--- src/tmds_pkg.sv ---
// constants and helpers shared by the twelve-month date switch
// assumes dates arrive as binary year offset from 2000, month 1..12, day 1..31
package tmds_pkg;

  // ****************************************
  // register map
  // ****************************************
  localparam logic [3:0] ADDR_ON_DATE  = 4'h0;
  localparam logic [3:0] ADDR_OFF_DATE = 4'h4;
  localparam logic [3:0] ADDR_MODE     = 4'h8;
  localparam logic [3:0] ADDR_STATUS   = 4'hC;

  // ****************************************
  // field layout of a date word, mode bits and status bits
  // ****************************************
  localparam int DAY_LSB   = 0;
  localparam int MONTH_LSB = 5;
  localparam int YEAR_LSB  = 9;
  localparam int MODE_MONTHLY = 0;
  localparam int MODE_YEARLY  = 1;
  localparam int MODE_PULSE   = 2;
  localparam int ST_OUT    = 0;
  localparam int ST_LOADED = 1;
  localparam int ST_REJECT = 2;

  // ****************************************
  // limits and reset values
  // ****************************************
  localparam logic [6:0]  YEAR_MAX    = 7'h63;
  localparam logic [3:0]  MONTH_MAX   = 4'hC;
  localparam logic [4:0]  DAY_MAX     = 5'h1F;
  localparam logic [15:0] ON_RST      = 16'h0021;
  localparam logic [15:0] OFF_RST     = 16'h0021;
  localparam logic [2:0]  MODE_RST    = 3'h0;

  typedef logic [15:0] tmds_date_t;

  function automatic tmds_date_t tmds_pack(input logic [6:0] y, input logic [3:0] m, input logic [4:0] d);
    tmds_pack = {y, m, d};
  endfunction : tmds_pack

  // years 2000..2099, month and day in calendar range
  function automatic logic tmds_valid(input tmds_date_t dt);
    tmds_valid = (dt[15:YEAR_LSB] <= YEAR_MAX) && (dt[8:MONTH_LSB] != 4'h0) && (dt[8:MONTH_LSB] <= MONTH_MAX)
                 && (dt[4:DAY_LSB] != 5'h00) && (dt[4:DAY_LSB] <= DAY_MAX);
  endfunction : tmds_valid

endpackage : tmds_pkg

--- src/tmds_cmp.sv ---
// date window compare of the twelve-month date switch
// assumes configuration and date are stable registers of the same clock
`timescale 1ns/10ps
module tmds_cmp
  import tmds_pkg::*;
(
  input  wire tmds_date_t cur_i,
  input  wire tmds_date_t on_i,
  input  wire tmds_date_t off_i,
  input  wire logic [2:0] mode_i,
  output logic            active_o,
  output logic            match_o
);

  logic [6:0] y;
  logic [6:0] ony;
  logic [6:0] offy;
  logic [8:0] md;
  logic [8:0] onmd;
  logic [8:0] offmd;
  logic       in_yrs;

  always_comb
  begin
    y      = cur_i[15:YEAR_LSB];
    ony    = on_i[15:YEAR_LSB];
    offy   = off_i[15:YEAR_LSB];
    md     = cur_i[8:0];
    onmd   = on_i[8:0];
    offmd  = off_i[8:0];
    in_yrs = (y >= ony) && (y <= offy);
    active_o = 1'b0;
    match_o  = 1'b0;
    if (mode_i[MODE_MONTHLY])
    begin
      // months ignored, runs to last month
      match_o = in_yrs && (cur_i[4:0] == on_i[4:0]);
      // monthly on day to off day
      if (on_i[4:0] < off_i[4:0])
        active_o = in_yrs && (cur_i[4:0] >= on_i[4:0]) && (cur_i[4:0] < off_i[4:0]);
      else
        active_o = in_yrs && (((cur_i[4:0] >= on_i[4:0]) && !((y == offy) && (cur_i[8:5] == MONTH_MAX)))
                   || ((cur_i[4:0] < off_i[4:0]) && !((y == ony) && (cur_i[8:5] == 4'h1))));
    end
    else if (mode_i[MODE_YEARLY])
    begin
      match_o = in_yrs && (md == onmd);
      // yearly on month-day to off month-day
      if (onmd < offmd)
        active_o = in_yrs && (md >= onmd) && (md < offmd);
      // wrap over new year, stop after last off
      else
        active_o = ((md >= onmd) && (y >= ony) && (y < offy)) || ((md < offmd) && (y > ony) && (y <= offy));
    end
    else
    begin
      // one period from full on to full off
      match_o  = (cur_i == on_i);
      active_o = (cur_i >= on_i) && (cur_i < off_i);
    end
  end

endmodule : tmds_cmp

--- src/tmds_pulse.sv ---
// edge pulse generator of the twelve-month date switch
// assumes tick_i is a one-clock strobe per program cycle
`timescale 1ns/10ps
module tmds_pulse
  import tmds_pkg::*;
(
  input  wire logic ref_clk_i,
  input  wire logic srst_i,
  input  wire logic tick_i,
  input  wire logic match_i,
  input  wire logic once_i,
  input  wire logic clr_i,
  output logic      fire_o,
  output logic      fired_o
);

  typedef struct packed {
    logic prev_match;
    logic fired;
  } tmds_pulse_s;

  tmds_pulse_s st_q;
  tmds_pulse_s st_d;

  always_comb
  begin
    st_d   = st_q;
    fire_o = tick_i && match_i && !st_q.prev_match && !(once_i && st_q.fired);
    if (tick_i)
      st_d.prev_match = match_i;
    if (fire_o)
      st_d.fired = 1'b1;
    else if (clr_i)
      st_d.fired = 1'b0;
    fired_o = st_q.fired;
  end

  always_ff @(posedge ref_clk_i)
  begin
    if (srst_i)
      st_q <= '0;
    else
      st_q <= st_d;
  end
endmodule : tmds_pulse

--- src/tmds_top.sv ---
// top of the twelve-month date switch with its register port
// assumes calendar inputs and tick come from logic on ref_clk_i
//
// Design decisions made here: the register offsets and the address-and-strobe port.
`timescale 1ns/10ps

// Summary of operation
// - dates outside 2000-01-01 .. 2099-12-31 are refused
// - output high while the schedule is active, low otherwise
// - switching follows dates taken at 00:00, or at the first tick after reset
// - each date holds year, then month, then day
// - monthly: on at on-day each month, off at off-day
// - on year is first active year, off year last off year
// - yearly: on at on month-day, off at off month-day
// - pulse: high for exactly one program cycle at on date
// - pulse combines with monthly, yearly or single
// - no mode: one continuous period from on date to off date
// - single pulse happens once only
// - yearly window may wrap new year; nothing after final off
// - monthly ignores months, repeats through last month of off year
// - yearly pulse bounded by on year and off year
module tmds_top
  import tmds_pkg::*;
(
  input  wire logic        ref_clk_i,
  input  wire logic        srst_i,
  input  wire logic        tick_i,
  input  wire logic [6:0]  cal_year_i,
  input  wire logic [3:0]  cal_month_i,
  input  wire logic [4:0]  cal_day_i,
  input  wire logic [4:0]  cal_hour_i,
  input  wire logic [5:0]  cal_min_i,
  input  wire logic [3:0]  addr_i,
  input  wire logic [31:0] wdata_i,
  input  wire logic        wr_i,
  input  wire logic        rd_i,
  output logic [31:0]      rdata_o,
  output logic             q_o
);

  // ****************************************
  // state
  // ****************************************
  typedef struct packed {
    tmds_date_t  on_date;
    tmds_date_t  off_date;
    logic [2:0]  mode;
    tmds_date_t  cur;
    logic        loaded;
    logic        reject;
    logic        q;
    logic [31:0] rdata;
  } tmds_top_s;

  tmds_top_s  st_q;
  tmds_top_s  st_d;
  tmds_date_t in_date;
  tmds_date_t sel_date;
  logic       midnight;
  logic       take_date;
  logic       active;
  logic       match;
  logic       fire;
  logic       fired;
  logic       cfg_wr;
  logic       bad_wr;

  // ****************************************
  // date capture
  // ****************************************
  always_comb
  begin
    in_date   = tmds_pack(cal_year_i, cal_month_i, cal_day_i);
    midnight  = (cal_hour_i == 5'h00) && (cal_min_i == 6'h00);
    // first tick after reset loads directly
    take_date = tick_i && (midnight || !st_q.loaded);
    sel_date  = take_date ? in_date : st_q.cur;
  end

  tmds_cmp tmds_cmp_inst (
    .cur_i    (sel_date),
    .on_i     (st_q.on_date),
    .off_i    (st_q.off_date),
    .mode_i   (st_q.mode),
    .active_o (active),
    .match_o  (match)
  );

  // an on-date or mode write rearms the one-shot pulse
  assign cfg_wr = wr_i && ((addr_i == ADDR_ON_DATE) || (addr_i == ADDR_MODE));

  tmds_pulse tmds_pulse_inst (
    .ref_clk_i (ref_clk_i),
    .srst_i    (srst_i),
    .tick_i    (tick_i),
    .match_i   (match),
    .once_i    (!st_q.mode[MODE_MONTHLY] && !st_q.mode[MODE_YEARLY]),
    .clr_i     (cfg_wr),
    .fire_o    (fire),
    .fired_o   (fired)
  );

  // ****************************************
  // next state
  // ****************************************
  always_comb
  begin
    st_d       = st_q;
    st_d.rdata = 32'h0000_0000;
    bad_wr     = 1'b0;
    if (take_date)
    begin
      st_d.cur    = in_date;
      st_d.loaded = 1'b1;
    end
    // output follows the schedule each tick
    // pulse lasts until the next tick
    // pulse shares monthly, yearly and single compare
    if (tick_i)
      st_d.q = st_q.mode[MODE_PULSE] ? fire : active;
    if (wr_i)
    begin
      unique case (addr_i)
        ADDR_ON_DATE, ADDR_OFF_DATE:
        begin
          if (tmds_valid(wdata_i[15:0]))
          begin
            if (addr_i == ADDR_ON_DATE)
              st_d.on_date = wdata_i[15:0];
            else
              st_d.off_date = wdata_i[15:0];
          end
          else
            bad_wr = 1'b1;
        end
        ADDR_MODE:
          st_d.mode = wdata_i[2:0];
        ADDR_STATUS:
          if (wdata_i[ST_REJECT])
            st_d.reject = 1'b0;
        default:
          ;
      endcase
    end
    // a refused write wins over a clear in the same cycle
    if (bad_wr)
      st_d.reject = 1'b1;
    if (rd_i)
    begin
      unique case (addr_i)
        ADDR_ON_DATE:  st_d.rdata = {16'h0000, st_q.on_date};
        ADDR_OFF_DATE: st_d.rdata = {16'h0000, st_q.off_date};
        ADDR_MODE:     st_d.rdata = {29'h0000_0000, st_q.mode};
        ADDR_STATUS:   st_d.rdata = {29'h0000_0000, st_q.reject, st_q.loaded, st_q.q};
        default:       st_d.rdata = 32'h0000_0000;
      endcase
    end
  end

  always_ff @(posedge ref_clk_i)
  begin
    if (srst_i)
    begin
      st_q          <= '0;
      st_q.on_date  <= ON_RST;
      st_q.off_date <= OFF_RST;
      st_q.mode     <= MODE_RST;
    end
    else
      st_q <= st_d;
  end

  assign q_o     = st_q.q;
  assign rdata_o = st_q.rdata;
endmodule : tmds_top
--- config.mk ---
export PLATFORM = sky130hd
export DESIGN_NAME = tmds_top
export DESIGN_NICKNAME = d
export VERILOG_FILES = /design/src/tmds_pkg.sv /design/src/tmds_cmp.sv /design/src/tmds_pulse.sv /design/src/tmds_top.sv
export SDC_FILE = /design/constraint.sdc
export NUM_CORES = 1
export LEC_CHECK = 0
export CORE_ASPECT_RATIO = 0.8
export CORE_MARGIN = 1.5
export CORE_UTILIZATION = 29
export DETAILED_ROUTE_END_ITERATION = 8
export DONT_BUFFER_PORTS = 1
export GPL_ROUTABILITY_DRIVEN = 0
export PLACE_DENSITY_LB_ADDON = 0.08
export SETUP_SLACK_MARGIN = 0.2
export SYNTH_ARGS = -nofsm -noshare
export SYNTH_HDL_FRONTEND = slang
export SYNTH_SLANG_ARGS = --single-unit
--- constraint.sdc ---
create_clock -name ref_clk_i -period 4 [get_ports ref_clk_i]
set_input_delay 0.8 -clock ref_clk_i [delete_from_list [all_inputs] [get_ports ref_clk_i]]
set_output_delay 0.8 -clock ref_clk_i [all_outputs]
set_load 0.01 [all_outputs]
After elaboration in Yosys (flattened, before gate mapping)
Cells that the tools add are included.
{ "totals": {"mem_bits_rw": 0, "elab_cells": 110, "n_memories": 0, "register_bits": 88, "mem_bits_ro": 0, "inputBits": 68, "latchBits": 0} }
{ "op_classes": {"muxes": 18, "reduce_logical": 55, "mul": 0, "magnitude_cmp": 15, "n_eq_ne": 10, "shift": 0, "addsub": 0, "div": 0, "bitwise": 2} }
{ "op_table": {"columns": ["op", "count"], "rows": [
  ["$pmux W16 S4", 1],
  ["$logic_and A1 B1 Y1", 29],
  ["$lt A9 B9 Y1", 2],
  ["$eq A16 B16 Y1", 1],
  ["$ge A16 B16 Y1", 1],
  ["$lt A16 B16 Y1", 1],
  ["$mux W1", 16],
  ["$mux W16", 1],
  ["$eq A7 B7 Y1", 2],
  ["$eq A4 B4 Y1 const B", 3],
  ["$lt A5 B5 Y1", 2],
  ["$eq A9 B9 Y1", 1],
  ["$ge A9 B9 Y1", 1],
  ["$reduce_and A4 Y1", 2],
  ["$reduce_bool A2 Y1", 4],
  ["$ge A7 B7 Y1", 1],
  ["$gt A7 B7 Y1", 1],
  ["$le A7 B7 Y1", 1],
  ["$le A7 B7 Y1 const B", 1],
  ["$logic_not A1 Y1", 7],
  ["$lt A7 B7 Y1", 1],
  ["$logic_not A6 Y1", 1],
  ["$eq A5 B5 Y1", 1],
  ["$ge A5 B5 Y1", 1],
  ["other kinds (13)", 18]
]} }

Logic depth before layout (Yosys ltp)
Gate-level depths: netlist of the first run.
{ "logic_depth": {"depth_word": 14, "mapped_depth": 13, "depth_no_buf": 12} }

Modules after synthesis
Synthesis of the first run repeated with hierarchy kept, for this count alone.
{ "hier_totals": {"hier_cells": 511, "hier_area_um2": 4663.2} }
{ "by_module_without_submodules": {"columns": ["module", "cells_per_inst", "area_per_inst_um2", "instances"], "rows": [
  ["tmds_top", 342, 3397.0, 1],
  ["tmds_cmp", 160, 1171.1, 1],
  ["tmds_pulse", 9, 95.1, 1]
]} }

Least setup slack after synthesis of the first run
No wires, ideal clock.
{ "synth_timing": {"kind": "input to register", "startpoint": "input cal_hour_i[1]", "endpoint": "register st_q (netlist bit q_o)", "path_stages": 13, "arrival_time_ps": 3274, "setup_slack_ps": 601, "setup_time_ps": 125, "path_buffers": 1, "t_required_ps": 3875, "cell_sequence": "nor4_4 > a31oi_4 > buf_2 > mux2i_1 > inv_1 > ha_1 > nand2b_1 > a211o_1 > a21oi_1 > nor3_1 > o2111ai_1 > a21o_1 > a31oi_1"} }
{ "synth_between": {"elab_chain_cells": 14} }
{ "synth_lines": {"columns": ["element", "line_no", "text"], "rows": [
  ["from (decl)", "tmds_top.sv:31", "input wire logic [4:0] cal_hour_i,"],
  ["$logic_not A5 Y1 *", "tmds_top.sv:74", "midnight = (cal_hour_i == 5'h00) && (cal_min_i == 6'h00);"],
  ["$logic_and A1 B1 Y1 *", "tmds_top.sv:74", null],
  ["$logic_or A1 B1 Y1 *", "tmds_top.sv:76", "take_date = tick_i && (midnight || !st_q.loaded);"],
  ["$logic_and A1 B1 Y1 *", "tmds_top.sv:76", null],
  ["$mux W16 *", "tmds_top.sv:77", "sel_date = take_date ? in_date : st_q.cur;"],
  ["branches (longest 8 deep; another with $ge A9 B9 Y1)", null, null],
  ["$mux W1 *", "tmds_top.sv:120", "st_d.q = st_q.mode[MODE_PULSE] ? fire : active;"],
  ["to (signal assigned)", "tmds_top.sv:170", "st_q <= st_d;"],
  ["to (decl)", "tmds_top.sv:55", "tmds_top_s st_q;"]
]} }
Every way passes the cells marked *.
A chain may end at the register's enable or synchronous reset.

Worst setup path in the final report of the first run
{ "layout_timing": {"startpoint": "input tick_i", "endpoint": "register st_q (netlist bit q_o)"} }
{ "layout_between": {"elab_chain_cells": 11} }
{ "layout_lines": {"columns": ["element", "line_no", "text"], "rows": [
  ["from (decl)", "tmds_top.sv:27", "input wire logic tick_i,"],
  ["branches (longest 11 deep; another with $ge A9 B9 Y1)", null, null]
]} }
Parallel ways; which one is timed is not known.

==> key figures, run 1 <==
Logic synthesis
  • Seq/Total Area, Yosys: ~33%
  • Asr flop ratio synth: 0%
  • Number of synthesis warnings: 0
  • Cell count after synthesis: 485
  • Syn Area/Cell: 8.91 um2
  • Dominant synthesized flop cell: dfxtp_1
  • Mapped cell area: 0.00432 mm2
  • Distinct cells, synth: 55
  • Yosys reg bits: 72
  • Number of synthesized flops with an enable pin: 0

Clock network
  • PostCTS Resize Cnt: 0
  • Post-CTS setup buffers: 0
  • TritonCTS Buffers: 9
  • CTS sink cnt: 72
  • Clock H-tree levels: 3
  • Hold_buf cts: 0
  • CTS Buffer Depth: 2
  • Clock Tree Root: clkbuf_16
  • Worst-Skew Late Latency: 0.34 ns
  • TritonCTS clock tree: done
  • Clk slew on worst S/H paths: ~0.05 ns

Worst hold path
  • Worst min-delay path category: register to register

Outcome
  • Status: complete, but fails checks
  • Failing checks: design-rule violations

Global routing
  • Global route overflow: 0
  • Vias in the first global route: approximately 3200
  • First-pass GRT wire length: 18200 um
  • Initial antenna violation count: 0
  • Largest net degree at the start of global routing: 40
  • GRT Total Usage: 15.3%

Detailed routing
  • Drc violations: 4
  • DR pass1 iterations: 6
  • Final ANT Viol Nets: 0
  • Via count: about 3200
  • Routed len/inst: ~17 um
  • Initial DRC Count: 141
  • Via-to-Cell Ratio: 4.93
  • WL final: approximately 11000 um

Final layout
  • Commonest non-fill, non-tap cell in the layout: dfxtp_1
  • Fill count: around 1600
  • Most frequent cells in the layout: dfxtp_1 (72), nor2_1 (65), ha_1 (41)
  • Fin cells: ~660
  • # diodes: 0
  • Fin nets: roughly 580
  • Share of post-route cells with drive strength above 1: between 10% and 20%
  • Synth-to-Final Area Change: 8.02%

Timing
  • Relative slew slack: 55.7%
  • Period utilization: 86.2%
  • Final Max Slew Viols: 0
  • Final Hold Viols: 0
  • Tightest Pin Transition: 0.665 ns
  • Final setup viols: 0
  • Final setup TNS: 0 ns
  • Unrepaired setup endpoints after global routing: no
  • Max Clock Skew: 0.00679 ns
  • Post-layout min period: 3.45 ns
  • Fmax: around 290 MHz

Placed design
  • PortBufs: 0
  • DP Wirelength: 8850 um
  • Placed insts: between 600 and 700

Floorplan
  • Io pins: 101
  • Die W: 140 um
  • Initial Util: 29.9%
  • Cell Rows: 39
  • Core box area: 0.0144 mm2
  • Die span in y: 112 um
  • Die ar.: 0.0157 mm2

Power
  • Pleak: 1.73 nW
  • Peak VDD IR: 0.196 mV
  • Pwr dens: ~400 mW/mm2

Worst setup path
  • CP arrival: 3.71 ns
  • Crit path required time: about 4.3 ns
  • Setup CP Type: primary input to register
  • Max FO, Critical Path: 19
  • Startpoint Class: primary input
  • Worst setup EP type: register

Run
  • Max-Cap Viols: 0
[report_power, final]
part | leakage (nW) | switching (mW) | internal [mW] | total (mW)
sequential | 0.583 | 0.0114 | 0.733 | 0.744
combinational | 0.995 | 0.136 | 0.104 | 0.240
clock | 0.149 | 0.324 | 0.547 | 0.870
[path summary, 6_finish.rpt]
| path | to | cells past startpoint | start | slack [ns] |
|---|---|---|---|---|
| min | tmds_pulse_inst.st_q[1] | 2 | tmds_pulse_inst.st_q[1] | 0.46 |
| max reg2reg | q_o | 11 | st_q[34] | 0.69 |
| min reg2reg | tmds_pulse_inst.st_q[1] | 2 | tmds_pulse_inst.st_q[1] | 0.46 |
| max | q_o | 11 | tick_i | 0.55 |
[metal layers]
| layer | up-vias | share of wire [%] | global-route usage (%) |
|---|---|---|---|
| met5 | - | 0 | 0 |
| met4 | 0 | 1.2 | 4.68 |
| met3 | 9 | 7.5 | 5.29 |
| met2 | 92 | 37 | 19.9 |
| met1 | 1512 | 54 | 22.9 |
| li1 | 1634 | - | - |
[cell usage after synthesis, types with 4 or more instances]
cell	count	area, um2
and2_1	15	93.8
nand3_1	9	45.0
nand2_1	25	93.8
a21o_1	4	30.0
dfxtp_1	72	1440
nor2_1	65	244
o211ai_1	7	52.6
inv_1	36	135
mux2i_1	30	300
ha_1	41	513
a211oi_1	4	30.0
buf_4	34	255
a22oi_1	17	128
nor3_1	5	25.0
clkbuf_1	9	33.8
o21ai_0	9	45.0
a21oi_1	27	135
mux2_2	16	180
[area by class of cell]
type / count / area [um2] / share of cell area, %
Inverter: 36 / 135 / 2.89
Clock buffer: 9 / 225 / 4.82
Sequential cell: 72 / 1440 / 30.9
Clock inverter: 6 / 92.6 / 1.98
Tap cell: 184 / 230 / 4.93
Timing Repair Buffer: 6 / 57.6 / 1.23
Multi-Input combinational cell: 345 / 2490 / 53.3
[cells by family after synthesis]
family / synth area share [%]
other: 0.0867
and+or+nand+nor: 17.5
DFF: 33.3
buffers and inverters: 10.6
adders and majority gates: 11.9
muxes: 11.1
AOI/OAI and AO/OA: 15.5
[metrics by stage]
| stage | hold slack [ns] | cell area (um2) | util [%] | power, mW | setup slack [ns] |
|---|---|---|---|---|---|
| after floorplan | 0.436 | 4380 | - | 0.961 | 0.601 |
| after global placement | 0.446 | 4350 | 30.1 | 0.999 | 0.165 |
| after detailed placement | 0.452 | 4350 | 30.1 | 1.00 | 0.191 |
| after CTS | 0.459 | 4670 | 32.3 | 1.89 | 0.538 |
| after global routing | 0.507 | 4670 | 32.3 | 1.96 | 0.291 |
| final | 0.456 | 4670 | 32.3 | 1.85 | 0.553 |
[sequential cells by signal, indices dropped and copies added (netlist names)]
| name | count |
|---|---|
| st_q | 53 |
| rdata_o | 16 |
| q_o | 1 |
| tmds_pulse_inst.fired_o | 1 |
| tmds_pulse_inst.st_q | 1 |
[worst max-delay path, cell delays in order]
cell and delay, ns:
nor2b_2 0.16, a31oi_4 0.55, mux2_2 0.45, ha_1 0.32
nand2_1 0.06, o21ai_0 0.37, a21oi_1 0.17, nor3_1 0.31
o2111ai_1 0.20, a21o_1 0.19, a31oi_1 0.13
(Power assumes the default switching activity.)
==> run 2, diff against run 1 <==
--- a/config.mk
+++ b/config.mk
@@ -7,7 +7,7 @@
 export LEC_CHECK = 0
 export CORE_ASPECT_RATIO = 0.8
 export CORE_MARGIN = 1.5
-export CORE_UTILIZATION = 29
+export CORE_UTILIZATION = 40
 export DETAILED_ROUTE_END_ITERATION = 8
 export DONT_BUFFER_PORTS = 1
 export GPL_ROUTABILITY_DRIVEN = 0
==> constraint.sdc (replaced) <==
create_clock -name ref_clk_i -period 4 [get_ports ref_clk_i]
set_input_delay 0.2 -clock ref_clk_i [delete_from_list [all_inputs] [get_ports ref_clk_i]]
set_output_delay 0.2 -clock ref_clk_i [all_outputs]
set_load 0.01 [all_outputs]
==> run 2 against run 1 <==
The flow now finishes without violations. Worst hold slack worse by 0.45 ns. Worst setup slack better by 0.22 ns. Clock skew is 0.0027 ns higher. Critical endpoint unchanged. Largest cell class unchanged. Highest routed layer unchanged.
==> key figures, run 2 (synthesis gave the netlist of run 1 again) <==
Worst setup path
  • Startpoint Class: register
  • Crit path required time: 4.22 ns (-0.04 ns)
  • CP max stage delay: 0.53 ns (-0.02 ns)
  • Setup CP Type: register to register
  • Crit path cell chain: nor2b_2 > a31oi_4 > mux2i_1 > buf_4 > inv_1 > ha_1 > nand2b_1 > a211o_1 > a21oi_1 > nor3_1 > o2111ai_1 > a21o_1 > a31oi_1
  • Reg2reg start: st_q[34]
  • CP arrival: 3.44 ns (-0.27 ns)
  • CP max stage cell: a31oi_4
  • Max FO, Critical Path: 19 (unchanged)
  • Worst setup EP type: register
  • Worst Setup SP: st_q[34]

Power
  • Pleak: 1.76 nW (+1.7%)
  • Peak VDD IR: 0.250 mV (+28%)
  • Pwr dens: 403 mW/mm2 (+1.6%)

Detailed routing
  • Initial DRC Count: 176 (+25%)
  • DR pass1 iterations: 5 (-1)
  • Routed len/inst: 17.2 um (+0.54%)
  • Final ANT Viol Nets: 0 (unchanged)
  • WL final: 10600 um (-5.4%)
  • Via count: 3264 (+0.52%)
  • Drc violations: 0 (-4)
  • Via-to-Cell Ratio: 5.27 (+6.9%)

Final layout
  • # diodes: 0 (unchanged)
  • Finished Core Util: 45.1% (+13 points)
  • Max reg flops: 53 (unchanged)
  • Share of post-route cells with drive strength above 1: 10.0% (-0.32 points)
  • Most frequent cells in the layout: dfxtp_1 (72), nor2_1 (65), ha_1 (41)
  • Synth-to-Final Area Change: 8.05% (about the same)
  • Fin nets: 583 (+0.69%)
  • Commonest non-fill, non-tap cell in the layout: dfxtp_1
  • Largest register by flop count: st_q

Global routing
  • Global route overflow: 0 (unchanged)
  • GRT Total Usage: 19.8% (+4.6 points)
  • Largest net degree at the start of global routing: 38 (-5.0%)
  • Initial antenna violation count: 0 (unchanged)
  • Vias in the first global route: 3185 (+0.19%)
  • First-pass GRT wire length: 17200 um (-5.6%)

Floorplan
  • Die ar.: 0.0114 mm2 (-27%)
  • Io pins: 101 (unchanged)
  • Initial Util: 41.7% (+12 points)
  • Core box area: 0.0104 mm2 (-28%)
  • Cell Rows: 33 (-15%)
  • Die W: 119 um (-15%)
  • Die span in y: 96.0 um (-14%)

Clock network
  • CTS sink cnt: 72 (unchanged)
  • Clk slew on worst S/H paths: 0.06 ns (about the same)
  • TritonCTS clock tree: done
  • Clock H-tree levels: 3 (unchanged)
  • TritonCTS Buffers: 9 (unchanged)
  • Clock Tree Root: clkbuf_16
  • CTS Buffer Depth: 2 (unchanged)
  • Worst-Skew Late Latency: 0.34 ns (about the same)

Timing
  • Fmax: 310 MHz (+6.8%)
  • Period utilization: 80.7% (-5.5 points)
  • Max Clock Skew: 0.00947 ns (+0.00268 ns)
  • Final Hold Viols: 0 (unchanged)
  • Final setup TNS: 0 ns (unchanged)
  • Worst setup margin: 0.773 ns (+0.220 ns)
  • Unrepaired setup endpoints after global routing: no
  • Final Max Slew Viols: 0 (unchanged)
  • Tightest Pin Transition: 1.08 ns (+0.417 ns)
  • Final setup viols: 0 (unchanged)
  • Post-layout min period: 3.23 ns (-0.220 ns)
  • Relative slew slack: 27.9% (-28 points)

Outcome
  • Status: completed

Placed design
  • PortBufs: 0 (unchanged)
  • DP Wirelength: 7870 um (-11%)
  • Dpl ws: 0.787 ns (+0.596 ns)

Run
  • Max-Cap Viols: 0 (unchanged)

Worst hold path
  • Hold path start: wdata_i[2]
  • Worst min-delay path category: primary input to register
## run 2: cell count changes in the layout (fill, tap and decap cells not counted)
cell | previous run | this run
dlygate4sd3_1 | 0 | 6
buf_4 | 5 | 3
clkbuf_8 | 0 | 1
clkinv_2 | 0 | 1
clkinvlp_4 | 2 | 1
## run 2: area by class of cell
cell class | count | area [um2]
Multi-Input combinational cell | 345 | 2490
Tap cell | 140 | 175
Clock buffer | 10 | 239
Timing Repair Buffer | 10 | 103
Sequential cell | 72 | 1440
Inverter | 36 | 135
Clock inverter | 6 | 90.1
Fill cell | 1058 | 5690
## run 2: final timing paths
path,endpoint,slack [ns],cells past startpoint
setup / recovery,q_o,0.77,13
setup reg to reg,q_o,0.77,13
hold reg to reg,tmds_pulse_inst.st_q[1],0.47,2
hold / removal,st_q[53],0.004,2
## run 2: worst max-delay path: cells and delay by family, from the launching register on
kind / cells / cell delay [ns]
compound gates: 6 / 1.59
fa+ha+maj: 1 / 0.30
buf+inv: 2 / 0.23
flops: 1 / 0.38
mux: 1 / 0.25
simple gates: 3 / 0.37
## run 2: repair_timing
item / 4_1_cts / 5_1_grt
hold buffers: 7 / 0
hold endpoints to repair: 40 / 0
gates resized for setup: 0 / 0
buffers inserted: 0 / 0
## run 2: per-layer routing
layer / GRT usage [%] / part of all wire [%] / wire (um)
met5: 0 / 0 / 0
met3: 5.69 / 5.8 / 617
met2: 28.2 / 40 / 4300
met4: 6.12 / 0.69 / 73
met1: 28.7 / 53 / 5630
## run 2: stage by stage
step	area, um2	instances	total power, mW	hold WS (ns)
6_report	4670	619	1.88	0.00446
2_1_floorplan	4380	500	0.961	0.321
4_1_cts	4670	619	1.91	0.000588
3_5_place_dp	4260	596	0.996	0.279
5_1_grt	4670	619	1.97	0.00698
3_3_place_gp	4260	596	0.991	0.275
## run 2: power breakdown
group | switching, mW | internal, mW
sequential | 0.0104 | 0.733
combinational | 0.142 | 0.109
clock | 0.325 | 0.566
total | 0.477 | 1.41
==> run 3, diff against run 2 <==
==> constraint.sdc (replaced) <==
create_clock -name ref_clk_i -period 2.9 [get_ports ref_clk_i]
set_input_delay 0.145 -clock ref_clk_i [delete_from_list [all_inputs] [get_ports ref_clk_i]]
set_output_delay 0.145 -clock ref_clk_i [all_outputs]
set_load 0.01 [all_outputs]
==> run 3 against run 2 <==
Utilization is 5.7 points higher. Register-to-register slack lost 0.67 ns. Via count increased by 6.1%. Sequential share of layout area decreased by 3.4 points. Worst setup slack worse by 0.67 ns. Flip-flop and latch count unchanged. Count of clock-buffer cells in the layout is the same. Final area increased by 13%. Critical path type unchanged.
==> key figures, run 3 (synthesis gave the netlist of run 1 again) <==
Outcome
  • Status: completed

Detailed routing
  • Drc violations: 0 (unchanged)
  • WL final: 11400 um (+7.5%)
  • Routed len/inst: 17.4 um (+1.3%)
  • Final ANT Viol Nets: 0 (unchanged)
  • DR pass1 iterations: 5 (unchanged)
  • Initial DRC Count: 212 (+20%)
  • Via count: 3462 (+6.1%)
  • Via-to-Cell Ratio: 5.27 (about the same)

Power
  • Peak VDD IR: 0.267 mV (+6.7%)
  • Clock Power Share: 43.9% (-3.4 points)
  • Pwr dens: 512 mW/mm2 (+27%)
  • Combinational share of power: 18.0% (+4.7 points)
  • Sw Share: 26.0% (+0.66 points)
  • Overall Power: 2.69 mW (+43%)
  • Net Sw Power: 0.699 mW (+47%)
  • Pleak: 1.99 nW (+13%)
  • Internal power: 2.00 mW (+42%)
  • Seq pwr share: 38.1% (-1.3 points)

Final layout
  • Most frequent cells in the layout: dfxtp_1 (71), nor2_1 (63), inv_1 (36)
  • Share of post-route cells with drive strength above 1: 19.0% (+8.9 points)
  • Largest register by flop count: st_q
  • Fin cells: 657 (+6.1%)
  • Max reg flops: 53 (unchanged)
  • # diodes: 0 (unchanged)
  • Final instance area: 0.00526 mm2 (+13%)
  • Synth-to-Final Area Change: 21.7%
  • Commonest non-fill, non-tap cell in the layout: dfxtp_1
  • Fin nets: 622 (+6.7%)

Clock network
  • CTS Buffer Depth: 2 (unchanged)
  • TritonCTS clock tree: done
  • CTS sink cnt: 72 (unchanged)
  • Clock H-tree levels: 3 (unchanged)
  • TritonCTS Buffers: 9 (unchanged)
  • Clk slew on worst S/H paths: 0.06 ns (about the same)
  • Worst-Skew Late Latency: 0.34 ns (about the same)
  • Clock Tree Root: clkbuf_16

Worst setup path
  • Setup CP Type: register to register
  • Startpoint Class: register
  • Crit path required time: 3.17 ns (-1.05 ns)
  • Worst setup EP type: register
  • CP max stage cell: dfxtp_2
  • Max FO, Critical Path: 8 (-11)
  • CP max stage delay: 0.35 ns (-0.18 ns)
  • Crit path cell chain: nor2b_4 > a31oi_4 > buf_12 > buf_8 > mux2_4 > ha_4 > nand4_1 > nor2_1 > a21oi_2 > nor3_2 > o2111ai_2 > a21o_1 > a31oi_1
  • CP arrival: 3.06 ns (-0.38 ns)

Floorplan
  • Cell Rows: 33 (unchanged)
  • Die span in y: 96.0 um (unchanged)
  • Die W: 119 um (unchanged)
  • Core box area: 0.0104 mm2 (unchanged)
  • Initial Util: 41.7% (unchanged)
  • Die ar.: 0.0114 mm2 (unchanged)
  • Io pins: 101 (unchanged)

Timing
  • Final setup TNS: 0 ns (unchanged)
  • Max Clock Skew: 0.00713 ns (-0.00234 ns)
  • Final Max Slew Viols: 0 (unchanged)
  • Final Hold Viols: 0 (unchanged)
  • Fmax: 358 MHz (+16%)
  • Relative slew slack: 52.4% (+25 points)
  • Unrepaired setup endpoints after global routing: yes
  • Tightest Pin Transition: 0.712 ns (-0.370 ns)
  • Period utilization: 96.3% (+16 points)
  • Post-layout min period: 2.79 ns (-0.434 ns)
  • Final setup viols: 0 (unchanged)

Placed design
  • DP Wirelength: 8240 um (+4.7%)
  • Placed insts: 610 (+2.3%)
  • Post-DP Area: 0.00441 mm2 (+3.5%)
  • PortBufs: 0 (unchanged)

Worst hold path
  • Worst min-delay path category: primary input to register

Global routing
  • Largest net degree at the start of global routing: 39 (+2.6%)
  • Initial antenna violation count: 0 (unchanged)
  • Vias in the first global route: 3488 (+9.5%)
  • GRT Total Usage: 21.1% (+1.2 points)
  • First-pass GRT wire length: 18300 um (+6.4%)
  • Global route overflow: 0 (unchanged)

Run
  • Max-Cap Viols: 0 (unchanged)
-- run 3: layout make-up --
type                    count  area (um2)
inverters                  36         135
well taps                 140         175
fillers                  1003        5100
repair buffers             49         469
clock buffers              10         229
multi-input cells         345        2730
clock inverters             5        82.6
flip-flops and latches     72        1440
-- run 3: metal layers --
| layer | vias up | global-route usage (%) | part of all wire (%) |
|---|---|---|---|
| li1 | 1715 | - | - |
| met1 | 1617 | 30.2 | 51 |
| met2 | 116 | 30.5 | 40 |
| met3 | 14 | 5.86 | 7.3 |
| met4 | 0 | 6.53 | 1.3 |
| met5 | - | 0 | 0 |
-- run 3: stage by stage --
stage	utilization, %	worst slack (ns)	hold slack [ns]
6_report	50.8	0.106	0.0403
5_1_grt	50.8	0.0245	0.0463
4_1_cts	50.0	0.192	0.0311
3_5_place_dp	42.5	0.0291	0.225
3_3_place_gp	42.5	0.0619	0.220
2_1_floorplan	-	0.204	0.266
-- run 3: final timing paths --
| kind | start | endpoint | slack (ns) | depth (start not counted) |
|---|---|---|---|---|
| worst min register to register | tmds_pulse_inst.st_q[1] | tmds_pulse_inst.st_q[1] | 0.48 | 2 |
| worst max-delay path | st_q[34] | q_o | 0.11 | 13 |
| worst max register to register | st_q[34] | q_o | 0.11 | 13 |
| worst min-delay path | addr_i[3] | st_q[53] | 0.04 | 3 |
-- run 3: repair_timing --
item	in CTS	in global routing
hold buffers	22	0
pin swaps	15	10
setup endpoints to repair	2	3
setup buffers	5	5
resized for setup	35	6
endpoints found under the hold margin	42	0
-- run 3: critical path: cells and delay by family (launching register included) --
kind,cells,cell delay (ns)
buf+inv,2,0.28
compound gates,5,0.77
fa+ha+maj,1,0.27
mux,1,0.35
flops,1,0.35
simple gates,4,0.70
-- run 3: power by group through the flow --
stage | Clock [mW] | Combinational [mW] | Sequential (mW)
floorplan | 0 | 0.291 | 1.04
global placement | 0 | 0.354 | 1.05
detailed placement | 0 | 0.361 | 1.05
CTS | 1.21 | 0.462 | 1.03
global route | 1.25 | 0.534 | 1.03
finish | 1.18 | 0.485 | 1.03
